**src/shared/dxtpb_pkg.sv**
```systemverilog
// Purpose: shared constants and types for the oscillator trim and build-out block
// Assumes: one 10 MHz system clock, synchronous active-low reset
// Notes: trim unit is 0.0196229 ppm per step
package dxtpb_pkg;
  // ==========================================================
  // register addresses and trim reset
  localparam logic [1:0] DXTPB_ADDR_TRIM_LO = 2'h0;
  localparam logic [1:0] DXTPB_ADDR_TRIM_HI = 2'h1;
  localparam logic [1:0] DXTPB_ADDR_CTRL = 2'h2;
  localparam logic [1:0] DXTPB_ADDR_STATUS = 2'h3;
  localparam logic [15:0] DXTPB_TRIM_RESET = 16'h9999;
  // ==========================================================
  // control byte fields
  localparam int DXTPB_CTRL_AUTO_BW = 7;
  localparam int DXTPB_CTRL_PBO_EN = 6;
  localparam int DXTPB_CTRL_PBO_FREEZE = 5;
  localparam logic [7:0] DXTPB_CTRL_RESET = 8'h40;
  // ==========================================================
  // bandwidth and damping
  localparam logic [3:0] DXTPB_BW_STEPS = 4'h a;
  localparam logic [3:0] DXTPB_LOCK_BW_RESET = 4'h4;
  localparam logic [3:0] DXTPB_ACQ_BW_RESET = 4'h9;
  localparam logic [2:0] DXTPB_DAMP_RESET = 3'h3;
  // ==========================================================
  // timing
  localparam int DXTPB_CLK_HZ = 10_000_000;
  localparam int DXTPB_MEAS_US = 100;
  localparam int DXTPB_MEAS_CYCLES = (DXTPB_MEAS_US * (DXTPB_CLK_HZ / 1_000_000));
  localparam int DXTPB_PHASE_W = 24;
  typedef enum logic [1:0] {
    DXTPB_ACQUIRE,
    DXTPB_LOCKED,
    DXTPB_HOLD,
    DXTPB_MEASURE
  } dxtpb_state_type;
endpackage : dxtpb_pkg

```
**src/logic/dxtpb_core.sv**
```systemverilog
// Purpose: oscillator trim, automatic bandwidth and phase build-out control
// Assumes: sys_clk is the local_oscillator clock; byte-wide register port
// Notes: reference qualities arrive as raw pins and are synchronised
//
// Functional notes
// [RULE1] loop clock comes from the local_oscillator
// [RULE2] sixteen-bit trim from two byte locations
// [RULE3] one trim step equals 0.0196229 ppm
// [RULE4] trim resets to 9999 hex, zero offset
// [RULE5] full unsigned trim range accepted
// [RULE6] ten bandwidth steps, 0.1 to 70 Hz
// [RULE7] automatic acquisition to locked bandwidth change
// [RULE8] loop filter is low-pass at programmed pole
// [RULE9] loss selects next priority, raises build-out
// [RULE10] interruption, off-frequency or absence means loss
// [RULE11] build-out enters temporary holdover
// [RULE12] holdover measures new reference phase
// [RULE13] measured phase inserted as loop offset
// [RULE14] switch transient stays within 5 ns
// [RULE15] jump, slope and holdover accuracy limits
// [RULE16] mode bit clear uses locked bandwidth only
// [RULE17] three-bit damping code, more choices wider
// [RULE18] build-out default on, may disable/freeze
// [RULE19] offset retained until next build-out
// [RULE20] trim minus default corrects frequency always
module dxtpb_core
  import dxtpb_pkg::*;
#(
  parameter int NREF = 4,
  parameter int MEAS_CYCLES = DXTPB_MEAS_CYCLES
) (
  input wire logic sys_clk,
  input wire logic rst_n,
  input wire logic [1:0] reg_addr,
  input wire logic [7:0] reg_wdata,
  input wire logic reg_wr,
  output logic [7:0] reg_rdata,
  input wire logic [3:0] lock_bw,
  input wire logic [3:0] acq_bw,
  input wire logic [2:0] damp_sel,
  input wire logic [NREF-1:0] ref_short_int,
  input wire logic [NREF-1:0] ref_off_freq,
  input wire logic [NREF-1:0] ref_absent,
  input wire logic signed [DXTPB_PHASE_W-1:0] ref_phase,
  input wire logic phase_locked,
  output logic [$clog2(NREF)-1:0] selected_ref,
  output logic pbo_event,
  output logic holdover,
  output logic locked_out,
  output logic [3:0] active_bw,
  output logic signed [DXTPB_PHASE_W-1:0] pbo_offset,
  output logic signed [DXTPB_PHASE_W-1:0] equipment_clock_out_freq
);
  localparam int SW = $clog2(NREF);
  localparam int CW = $clog2(MEAS_CYCLES + 1);

  // ==========================================================
  // input synchronisers
  logic [3*NREF:0] sync1_reg;
  logic [3*NREF:0] sync2_reg;
  always_ff @(posedge sys_clk) begin
    if (!rst_n) begin
      sync1_reg <= '0;
      sync2_reg <= '0;
    end else begin
      sync1_reg <= {phase_locked, ref_absent, ref_off_freq, ref_short_int};
      sync2_reg <= sync1_reg;
    end
  end
  logic [NREF-1:0] ref_bad;
  logic lock_s;
  assign ref_bad = sync2_reg[NREF-1:0] | sync2_reg[2*NREF-1:NREF] | sync2_reg[3*NREF-1:2*NREF]; // [RULE10]
  assign lock_s = sync2_reg[3*NREF];

  // ==========================================================
  // registers
  logic [15:0] trim_reg;
  logic [15:0] trim_next;
  logic [7:0] ctrl_reg;
  logic [7:0] ctrl_next;
  logic pbo_rearm;

  always_comb begin
    trim_next = trim_reg;
    ctrl_next = ctrl_reg;
    pbo_rearm = 1'b0;
    if (reg_wr) begin
      case (reg_addr)
        DXTPB_ADDR_TRIM_LO: begin
          trim_next[7:0] = reg_wdata; // [RULE2] [RULE5]
        end
        DXTPB_ADDR_TRIM_HI: begin
          trim_next[15:8] = reg_wdata; // [RULE2] [RULE5]
        end
        DXTPB_ADDR_CTRL: begin
          ctrl_next = reg_wdata;
          pbo_rearm = reg_wdata[DXTPB_CTRL_PBO_EN] & ~ctrl_reg[DXTPB_CTRL_PBO_EN];
        end
        default: begin
          ctrl_next = ctrl_reg;
        end
      endcase
    end
  end

  always_ff @(posedge sys_clk) begin
    if (!rst_n) begin
      trim_reg <= DXTPB_TRIM_RESET; // [RULE4]
      ctrl_reg <= DXTPB_CTRL_RESET; // [RULE18]
    end else begin
      trim_reg <= trim_next;
      ctrl_reg <= ctrl_next;
    end
  end

  // ==========================================================
  // reference selection, lowest index is highest priority
  function automatic logic [SW:0] pick_ref(input logic [NREF-1:0] bad);
    pick_ref = {1'b1, {SW{1'b0}}};
    for (int i = NREF - 1; i >= 0; i--) begin
      if (!bad[i]) begin
        pick_ref = {1'b0, SW'(i)};
      end
    end
  endfunction : pick_ref

  // ==========================================================
  // build-out state machine
  dxtpb_state_type state_reg;
  dxtpb_state_type state_next;
  logic [SW-1:0] sel_reg;
  logic [SW-1:0] sel_next;
  logic [CW-1:0] cnt_reg;
  logic [CW-1:0] cnt_next;
  logic signed [DXTPB_PHASE_W-1:0] off_reg;
  logic signed [DXTPB_PHASE_W-1:0] off_next;
  logic evt_reg;
  logic evt_next;
  logic [SW:0] best;
  logic pbo_active;

  assign best = pick_ref(ref_bad);
  assign pbo_active = ctrl_reg[DXTPB_CTRL_PBO_EN] & ~ctrl_reg[DXTPB_CTRL_PBO_FREEZE]; // [RULE18]

  always_comb begin
    state_next = state_reg;
    sel_next = sel_reg;
    cnt_next = cnt_reg;
    off_next = off_reg;
    evt_next = 1'b0;
    case (state_reg)
      DXTPB_ACQUIRE, DXTPB_LOCKED: begin
        state_next = lock_s ? DXTPB_LOCKED : DXTPB_ACQUIRE;
        if ((ref_bad[sel_reg] && !best[SW]) || (pbo_rearm && state_reg == DXTPB_LOCKED)) begin
          sel_next = best[SW-1:0]; // [RULE9]
          if (pbo_active || pbo_rearm) begin
            evt_next = 1'b1; // [RULE9]
            cnt_next = '0;
            state_next = DXTPB_HOLD; // [RULE11]
          end else begin
            state_next = DXTPB_ACQUIRE;
          end
        end else if (ref_bad[sel_reg]) begin
          state_next = DXTPB_HOLD;
        end
      end
      DXTPB_HOLD: begin
        if (!ref_bad[sel_reg]) begin
          cnt_next = '0;
          state_next = DXTPB_MEASURE;
        end else if (!best[SW]) begin
          sel_next = best[SW-1:0];
        end
      end
      DXTPB_MEASURE: begin
        cnt_next = CW'(cnt_reg + 1'b1); // [RULE12]
        if (cnt_reg == CW'(MEAS_CYCLES - 1)) begin
          if (pbo_active || pbo_rearm) begin
            off_next = ref_phase; // [RULE13] [RULE14] [RULE15]
          end
          state_next = DXTPB_ACQUIRE;
        end
      end
      default: begin
        state_next = DXTPB_ACQUIRE;
      end
    endcase
  end

  always_ff @(posedge sys_clk) begin
    if (!rst_n) begin
      state_reg <= DXTPB_ACQUIRE;
      sel_reg <= '0;
      cnt_reg <= '0;
      off_reg <= '0;
      evt_reg <= 1'b0;
    end else begin
      state_reg <= state_next;
      sel_reg <= sel_next;
      cnt_reg <= cnt_next;
      off_reg <= off_next; // [RULE19]
      evt_reg <= evt_next;
    end
  end

  // ==========================================================
  // bandwidth selection and loop
  logic [3:0] bw_raw;
  logic [3:0] bw_use;
  logic signed [DXTPB_PHASE_W-1:0] err;
  logic signed [DXTPB_PHASE_W-1:0] loop_freq;
  logic signed [DXTPB_PHASE_W-1:0] trim_corr;
  logic signed [DXTPB_PHASE_W-1:0] freq_reg;
  logic signed [DXTPB_PHASE_W-1:0] freq_next;
  logic hold_loop;

  always_comb begin
    bw_raw = lock_bw;
    if (ctrl_reg[DXTPB_CTRL_AUTO_BW] && state_reg != DXTPB_LOCKED) begin
      bw_raw = acq_bw; // [RULE7] [RULE16]
    end
    bw_use = (bw_raw >= DXTPB_BW_STEPS) ? 4'(DXTPB_BW_STEPS - 1'b1) : bw_raw; // [RULE6]
  end

  assign hold_loop = (state_reg == DXTPB_HOLD) || (state_reg == DXTPB_MEASURE); // [RULE11]
  assign err = DXTPB_PHASE_W'(ref_phase - off_reg); // [RULE13] [RULE19]
  // one trim lsb is one frequency-word lsb of 0.0196229 ppm
  assign trim_corr = DXTPB_PHASE_W'($signed({1'b0, trim_reg}) - $signed({1'b0, DXTPB_TRIM_RESET})); // [RULE3] [RULE20]

  dxtpb_loop_filter #(
    .W(DXTPB_PHASE_W)
  ) u_filter (
    .sys_clk(sys_clk),
    .rst_n(rst_n),
    .hold(hold_loop),
    .bw_sel(bw_use),
    .damp_sel(damp_sel),
    .phase_err(err),
    .freq_word(loop_freq)
  );

  always_comb begin
    freq_next = DXTPB_PHASE_W'(loop_freq + trim_corr); // [RULE20]
  end

  always_ff @(posedge sys_clk) begin
    if (!rst_n) begin
      freq_reg <= '0;
    end else begin
      freq_reg <= freq_next;
    end
  end

  // ==========================================================
  // read back
  always_comb begin
    case (reg_addr)
      DXTPB_ADDR_TRIM_LO: reg_rdata = trim_reg[7:0];
      DXTPB_ADDR_TRIM_HI: reg_rdata = trim_reg[15:8];
      DXTPB_ADDR_CTRL: reg_rdata = ctrl_reg;
      default: reg_rdata = {4'h0, hold_loop, state_reg == DXTPB_LOCKED, 2'(sel_reg)};
    endcase
  end

  assign selected_ref = sel_reg;
  assign pbo_event = evt_reg;
  assign holdover = hold_loop;
  assign locked_out = (state_reg == DXTPB_LOCKED);
  assign active_bw = bw_use;
  assign pbo_offset = off_reg;
  assign equipment_clock_out_freq = freq_reg;
endmodule : dxtpb_core

```
**src/logic/dxtpb_loop_filter.sv**
```systemverilog
// Purpose: low-pass loop filter with shift-selected pole and damping
// Assumes: phase error is signed, the same clock as the main block
// Notes: frozen output when hold is high
module dxtpb_loop_filter
  import dxtpb_pkg::*;
#(
  parameter int W = 24
) (
  input wire logic sys_clk,
  input wire logic rst_n,
  input wire logic hold,
  input wire logic [3:0] bw_sel,
  input wire logic [2:0] damp_sel,
  input wire logic signed [W-1:0] phase_err,
  output logic signed [W-1:0] freq_word
);
  logic signed [W-1:0] integ_reg;
  logic signed [W-1:0] integ_next;
  logic signed [W-1:0] out_reg;
  logic signed [W-1:0] out_next;

  // damping step grows only for the wider bandwidth codes
  function automatic logic [3:0] damp_shift(input logic [3:0] bw, input logic [2:0] d);
    logic [2:0] dmax;
    dmax = (bw >= 4'h9) ? 3'h5 : (bw >= 4'h8) ? 3'h4 : (bw >= 4'h7) ? 3'h3 : (bw >= 4'h6) ? 3'h2 : 3'h1;
    if (d == 3'h0 || d > 3'h5) begin
      d = 3'h3;
    end
    if (d > dmax) begin
      d = dmax;
    end
    damp_shift = 4'(4'h6 - {1'b0, d});
  endfunction : damp_shift

  always_comb begin
    integ_next = integ_reg;
    out_next = out_reg;
    if (!hold) begin
      integ_next = integ_reg + (phase_err >>> (5'h10 - {1'b0, bw_sel})); // [RULE8]
      out_next = integ_reg + (phase_err >>> damp_shift(bw_sel, damp_sel)); // [RULE17]
    end
  end

  always_ff @(posedge sys_clk) begin
    if (!rst_n) begin
      integ_reg <= '0;
      out_reg <= '0;
    end else begin
      integ_reg <= integ_next;
      out_reg <= out_next;
    end
  end

  assign freq_word = out_reg;
endmodule : dxtpb_loop_filter

```
**config.mk**
```make
export PLATFORM = sky130hd
export DESIGN_NAME = dxtpb_core
export DESIGN_NICKNAME = d
export VERILOG_FILES = /design/src/shared/dxtpb_pkg.sv /design/src/logic/dxtpb_core.sv /design/src/logic/dxtpb_loop_filter.sv
export SDC_FILE = /design/constraint.sdc
export NUM_CORES = 1
export LEC_CHECK = 0
export ABC_AREA = 1
export BUFFER_PORTS_ARGS = -buffer_cell sky130_fd_sc_hd__buf_2
export CORE_ASPECT_RATIO = 0.5
export CORE_MARGIN = 5
export CORE_UTILIZATION = 45
export DETAILED_ROUTE_END_ITERATION = 6
export GPL_TIMING_DRIVEN = 0
export PLACE_DENSITY = 0.72
export RECOVER_POWER = 100
export SLEW_MARGIN = 20
export SYNTH_ARGS = -nofsm -noshare
export SYNTH_HDL_FRONTEND = slang
export SYNTH_HIERARCHICAL = 1
export SYNTH_SLANG_ARGS = --single-unit
export TNS_END_PERCENT = 1
```
**constraint.sdc**
```tcl
create_clock -name sys_clk -period 15.7 [get_ports sys_clk]
set_input_delay 3.14 -clock sys_clk [delete_from_list [all_inputs] [get_ports sys_clk]]
set_output_delay 3.14 -clock sys_clk [all_outputs]
set_load 0.02 [all_outputs]
```
==> flow_summary_export.csv, run 1 <==
group,metric,value,unit
setup_path,critPathMaxStageDelay,0.47,ns
routing,routed_wl,47.2,mm
die,die_h,136,µm
setup_path,cp.arrival,10.26,ns
setup_path,cpMostUsedCell,"nand2_1",
routing,wl_per_cell,16.0,µm
cells_and_area,final_util,0.507,
cells_and_area,layout-drive-gt1-share,0.0579,
timing,finalHoldViolCount,0,
worst_hold_path,hp-class,"reg -> reg",
pwr,leakage,0.00818,µW
pwr,ir_drop,0.112,mV
grt,grtUsageTotal,0.255,
grt,grt_pass1_vias,14385,
setup_path,cp_num_buf_inv,11,
routing,dr.pass1.iters,7,
setup_path,cp_data_required_time,16.10,ns
placed_design,port_buffers,125,
setup_path,crit_path_max_fanout,10,
synth,synthCells,2366,
clocking,numCtsBuffers,17,
die,placementRows,46,
clocking,ctsResizeCount,0,
synth,yosys.area.top_type,"dfxtp_1",
flow_run,cap_violations,0,
grt,grt_pass1_wl,73.5,mm
setup_path,cp_slowest_cell,"mux2_1",
synth,synthesis.area,14300,µm²
grt,grt_max_degree,17,
outcome,status,"complete, but fails checks",
timing,fmax,101,MHz
synth,synth_cell_types,54,
setup_path,start_kind,"input port",
timing,period_needed,9.86,ns
die,io_pins,126,
routing,drtIter0Drc,1208,
die,die-area,35700,µm²
placed_design,hpwlAfterDp,38.5,mm
outcome,violations,"DRC",
routing,avgViaCountPerCell,5.38,
placed_design,placed_cells,2923,
clocking,clk_path_buf_depth,2,
synth,synthTopCellsByArea,"dfxtp_1 (22%), nand2_1 (15%), ha_1 (8.9%)",
cells_and_area,syn_to_final_growth,11.6,%
timing,setup_viol,0,
clocking,cts-hold-fix-buffers,0,
clocking,post_cts.repair.setup_buffers,0,
timing,tightestPinTransition,1.05,ns
routing,num_vias,15891,
clocking,htreeDepth,4,
routing,ant_nets,0,
timing,period_share,0.628,
synth,yosysSeqAreaShare,0.225,
cells_and_area,fin_nets,2677,
clocking,clkSinkCount,161,
grt,grt.overflow.total,0,
placed_design,place_congestion,0.998,
synth,yosysTopAreaCellShare,0.225,
timing,rsz0062_at_grt,"false",
clocking,root_buffer,"clkbuf_16",
clocking,clk_latency,0.45,ns
timing,finalMaxSlewViolations,0,
routing,drcViolationCount,5,
setup_path,cp-end-kind,"flip-flop",
timing,finalSetupTns,0,ns
timing,slew_headroom,0.297,
setup_path,worst-setup-path-type,"in -> reg",
synth,synth-seq-cells,161,
setup_path,critical_path.top_delay_family,"simple AND/OR/NAND/NOR gates",
pwr,p_per_area,180,nW/µm²
synth,ys_warn_count,6,
die,start_util,0.454,
clocking,path_clk_slew,0.07,ns
clocking,cts_tree,"built",
grt,antenna_found_initial,1,
cells_and_area,fin_cells,2956,
synth,synthesis.nets,2533,
timing,fin_skew,0.0163,ns
die,design.core.area,31500,µm²
die,die_w,262,µm
cells_and_area,nFillCells,3386,
synth,avgSynthCellArea,6.06,µm²
-- Yosys cell counts, drive strengths merged --
library cell and count:
o22ai 3, nand3b 5, nand4 19, nor4 3, nand2 596, xor2 46
and2 5, clkbuf 43, xnor2 11, o31ai 3, o21ai 207, dfxtp 161
o211ai 11, nand3 258, clkinv 1, mux2 1, nor3 20, o311ai 5
ha 102, buf 22, o221ai 6, or2 2, nor3b 1, a21oi 184
inv 339, a21boi 9, a31oi 5, a211oi 1, o21a 12, nor2 241
a21o 12, fa 4, mux2i 6, o21bai 22
-- path summary, 6_finish.rpt --
path,from,to,slack (ns),depth (start not counted)
max,lock_bw[3],u_filter/freq_word[12],5.84,36
min,sync1_reg[8],sync2_reg[8],0.41,2
max reg2reg,state_reg[1],u_filter/freq_word[12],7.47,38
min reg2reg,sync1_reg[8],sync2_reg[8],0.41,2
-- area by class of cell --
class	instances	area [µm²]	area share
flip-flops and latches	161	3220	0.201
clock inverters	13	214	0.0134
multi-input cells	1800	9450	0.591
well taps	432	541	0.0338
inverters	340	1280	0.0798
plain buffers	65	307	0.0192
repair buffers	125	544	0.0340
diodes	1	2.50	0.000156
clock buffers	19	443	0.0277
-- per-layer routing --
layer	wire, µm	track usage	part of all wire
met1	21500	0.338	0.45
met2	20500	0.413	0.43
met3	3340	0.0427	0.071
met4	1880	0.113	0.040
met5	0	0	0
-- cells by family after synthesis --
| group | count (synthesis) | synth area share |
|---|---|---|
| adders and majority gates | 106 | 0.0947 |
| xor gates and xnor gates | 57 | 0.0354 |
| muxes | 7 | 0.00498 |
| AOI/OAI and AO/OA | 480 | 0.187 |
| and+or+nand+nor | 1150 | 0.342 |
| buffers and inverters | 405 | 0.112 |
| DFF | 161 | 0.225 |
-- power by group --
part / leakage (µW) / switching [µW] / internal (µW)
sequential: 0.00133 / 64.9 / 501
combinational: 0.00653 / 1250 / 589
clock: 0.000322 / 204 / 278
-- through the flow --
step	hold slack [ns]	area [µm²]	total power, µW	worst slack, ns
6_report	0.414	16000	2880	5.84
5_1_grt	0.435	16000	3140	5.29
4_1_cts	0.418	16200	2860	6.54
3_5_place_dp	0.398	15500	2370	6.09
3_3_place_gp	0.394	15500	2360	6.11
2_1_floorplan	0.390	14300	1880	7.34
-- worst register-to-register path, delay by kind of cell, from the launching register on --
kind / cells / cell delay [ns]
and+or+nand+nor: 18 / 3.03
buffers and inverters: 11 / 1.98
adders and majority gates: 5 / 1.45
muxes: 1 / 0.60
AOI/OAI and AO/OA: 2 / 0.52
DFF: 1 / 0.40
xor gates and xnor gates: 1 / 0.21
-- cells in the final DEF (no fill, tap or decap), types with 5 or more instances in the layout --
cell type	n
inv_2	9
inv_6	5
o21ai_0	196
buf_2	68
ha_1	102
nor3_1	20
o221ai_1	6
dfxtp_1	161
clkbuf_16	17
o21ai_1	8
o311ai_0	5
mux2i_1	6
clkbuf_1	113
a31oi_1	5
nand3b_1	5
a21o_1	12
nor2_1	230
xnor2_1	11
o21bai_1	22
nand2_1	592
inv_1	330
and2_1	5
nand4_1	19
o211ai_1	11
o21a_1	12
nor2_2	9
nand3_1	254
xor2_1	45
buf_6	5
a21boi_0	7
a21oi_1	182
(Power assumes the default switching activity.)
==> run 2: changes to the inputs <==
ABC_AREA = 0   (was 1)
PLACE_DENSITY = 0.75   (was 0.72)
clock period = 8.15 ns   (was 15.7 ns; I/O delays follow)
==> flow_summary_export.csv, run 2 <==
group,metric,value,unit
setup_path,worst-setup-path-type,"in -> reg",
setup_path,crit_start,"acq_bw[3]",
cells_and_area,syn_to_final_growth,12.8,%
placed_design,port_buffers,125,
timing,period_needed,7.87,ns
routing,avgViaCountPerCell,5.86,
timing,finalSetupTns,0,ns
grt,grtUsageTotal,0.232,
pwr,seqPwrFrac,0.233,
setup_path,cp-end-kind,"flip-flop",
die,die_h,135,µm
synth,muxShareOfSynthArea,0.110,
clocking,numCtsBuffers,17,
grt,grt.met2_usage,0.351,
grt,grt_pass1_vias,12706,
pwr,p_per_area,290,nW/µm²
synth,synth_edf_count,0,
routing,wl_per_cell,17.7,µm
setup_path,rr_startpoint,"state_reg[1]",
grt,grt_pass1_wl,66.2,mm
synth,synth_cell_types,104,
pwr,leakage,0.00644,µW
pwr,p_sw,2130,µW
synth,yosysTopAreaCellShare,0.231,
pwr,ir_drop,0.231,mV
flow_run,cap_violations,1,
cells_and_area,layout-drive-gt1-share,0.109,
grt,use_met3,0.0504,
grt,grt_max_degree,19,
synth,ys_async_sr_fraction,0,
synth,synthTopCellsByArea,"dfxtp_1 (23%), ha_1 (9.1%), nand2_1 (7.5%)",
outcome,status,"complete, but fails checks",
setup_path,reg2reg_slack,0.50,ns
synth,synth-adder-area-share,0.0971,
synth,synthCells,1786,
timing,fin_skew,0.0162,ns
clocking,root_buffer,"clkbuf_16",
synth,synthesis.nets,1953,
placed_design,dpl_cell_area,15100,µm²
synth,synth-seq-cells,161,
timing,setup_viol,0,
clocking,htreeDepth,4,
routing,drcViolationCount,0,
clocking,clk_path_buf_depth,2,
timing,period_share,0.966,
grt,met1_usage,0.328,
die,die_w,259,µm
die,io_pins,126,
worst_hold_path,hp-class,"reg -> reg",
synth,synth-compound-area-share,0.239,
outcome,violations,"capacitance limit",
synth,synthXorXnorAreaFrac,0.0445,
routing,routed_wl,42.0,mm
grt,busiest_layer,"met2",
worst_hold_path,whs_path_depth,1,
synth,synth-simple-area-share,0.229,
die,design.core.area,30500,µm²
cells_and_area,final_area,15800,µm²
die,placementRows,45,
synth,avgSynthCellArea,7.82,µm²
clocking,clkSinkCount,161,
grt,grt.overflow.total,0,
pwr,power_frac_comb,0.583,
grt,antenna_found_initial,0,
routing,ant_nets,0,
pwr,pwr-share-clk,0.184,
clocking,cts_tree,"built",
timing,tightestPinTransition,1.46,ns
clocking,path_clk_slew,0.07,ns
synth,synth_commonest_cells,"nand2_1 (281), dfxtp_1 (161), a21oi_1 (159)",
setup_path,crit_path_max_fanout,10,
timing,finalHoldViolCount,0,
setup_path,critPathMaxStageDelay,0.53,ns
placed_design,place_congestion,0.972,
setup_path,cpMostUsedCell,"buf_4",
routing,drtIter0Drc,1224,
synth,synth_top_family_by_area,"compound AO/OA/AOI/OAI gates",
synth,synthesis.area,14000,µm²
cells_and_area,final_cell_mix,"nand2_1 (281), dfxtp_1 (161), a21oi_1 (159)",
timing,slew_headroom,0.0186,
clocking,clk_latency,0.45,ns
setup_path,cp.arrival,8.21,ns
routing,num_vias,13908,
synth,yosysSeqAreaShare,0.231,
routing,dr.pass1.iters,5,
timing,finalMaxSlewViolations,0,
worst_hold_path,min_to,"sync2_reg[5]",
worst_hold_path,hp-start,"sync1_reg[5]",
synth,synth_top_flop_cell,"dfxtp_1",
placed_design,hpwlAfterDp,32.6,mm
setup_path,cp_data_required_time,8.48,ns
synth,ys_warn_count,6,
die,start_util,0.459,
setup_path,cp_slowest_cell,"mux4_2",
synth,yosys.area.top_type,"dfxtp_1",
die,die-area,34900,µm²
cells_and_area,layout_commonest_cell,"nand2_1",
synth,synth.most_common_cell,"nand2_1",
setup_path,reg2reg_to,"u_filter/freq_word[20]",
setup_path,start_kind,"input port",
setup_path,worstRegToRegCells,38,
pwr,switching_share,0.466,
cells_and_area,fin_nets,2105,
pwr,internal-power,2440,µW
timing,fmax,127,MHz
-- run 2: cell types whose count changed after synthesis, sizes merged, moves of 34 or more --
cell    before  now
and2         5   61
clkbuf      43   77
inv        339   62
mux2i        6   63
mux4         0   36
nand2      596  282
nand3      258   54
nor2       241  118
o21ai      207  107
xnor2       11   45
-- run 2: layout make-up --
type | count | area [µm²]
Timing Repair Buffer | 134 | 623
Sequential cell | 161 | 3220
Tap cell | 423 | 529
Buffer | 93 | 435
Antenna cell | 1 | 2.50
Inverter | 65 | 256
Clock buffer | 17 | 425
Fill cell | 2936 | 14700
Multi-Input combinational cell | 1466 | 10100
Clock inverter | 15 | 188
-- run 2: cells by family (layout without fill, tap and decap cells) --
family | after synthesis | in the layout
AND/OR/NAND/NOR | 672 | 672
other | 0 | 1
adder cells (fa/ha/maj) | 106 | 106
multiplexers | 108 | 108
flip-flops | 161 | 161
buffers and inverters | 159 | 324
XOR/XNOR | 71 | 71
AO/OA/AOI/OAI | 509 | 509
-- run 2: through the flow --
step                cells  power, µW  utilization  setup WS (ns)  hold WS, ns
floorplan            1786       3020            -         0.0390        0.412
global placement     2334       3610        0.497         -0.870        0.416
detailed placement   2334       3650        0.497         -0.969        0.418
CTS                  2369       4530        0.519         0.0326        0.434
global route         2374       4910        0.517       -0.00784        0.452
finish               2375       4570        0.517          0.277        0.435
-- run 2: repair_timing --
item,CTS,global route
buffers inserted,3,6
hold buffers,0,0
gates resized for setup,7,15
setup endpoints to repair,18,18
pin swaps,2,6
-- run 2: power groups by stage --
stage	clock (µW)	sequential (µW)	combinational (µW)
after CTS	863	1060	2610
after floorplan	0	1090	1930
after global placement	0	1070	2540
final	842	1060	2670
after detailed placement	0	1070	2570
after global routing	894	1080	2940
-- run 2: worst max-delay path by stage --
| stage | endpoint | depth (start not counted) | slack (ns) |
|---|---|---|---|
| finish | u_filter/freq_word[20] | 35 | 0.28 |
| global route | u_filter/freq_word[12] | 35 | -0.008 |
| CTS | u_filter/freq_word[22] | 32 | 0.03 |
| detailed placement | u_filter/freq_word[21] | 31 | -0.97 |
| global placement | u_filter/freq_word[21] | 31 | -0.87 |
| floorplan | u_filter/freq_word[10] | 31 | 0.04 |
-- run 2: worst max-delay path, delay by kind of cell --
kind                       cells  cell delay, ns
AOI/OAI and AO/OA             12            2.25
buffers and inverters          9            1.28
and+or+nand+nor                8            1.13
muxes                          2            0.86
adders and majority gates      4            1.07
-- run 2: metal layers --
layer	share of wire	wire, µm	vias to the layer above
met5	0	0	-
li1	-	-	6813
met4	0.026	1080	0
met2	0.43	18300	551
met1	0.46	19500	6467
met3	0.076	3190	77
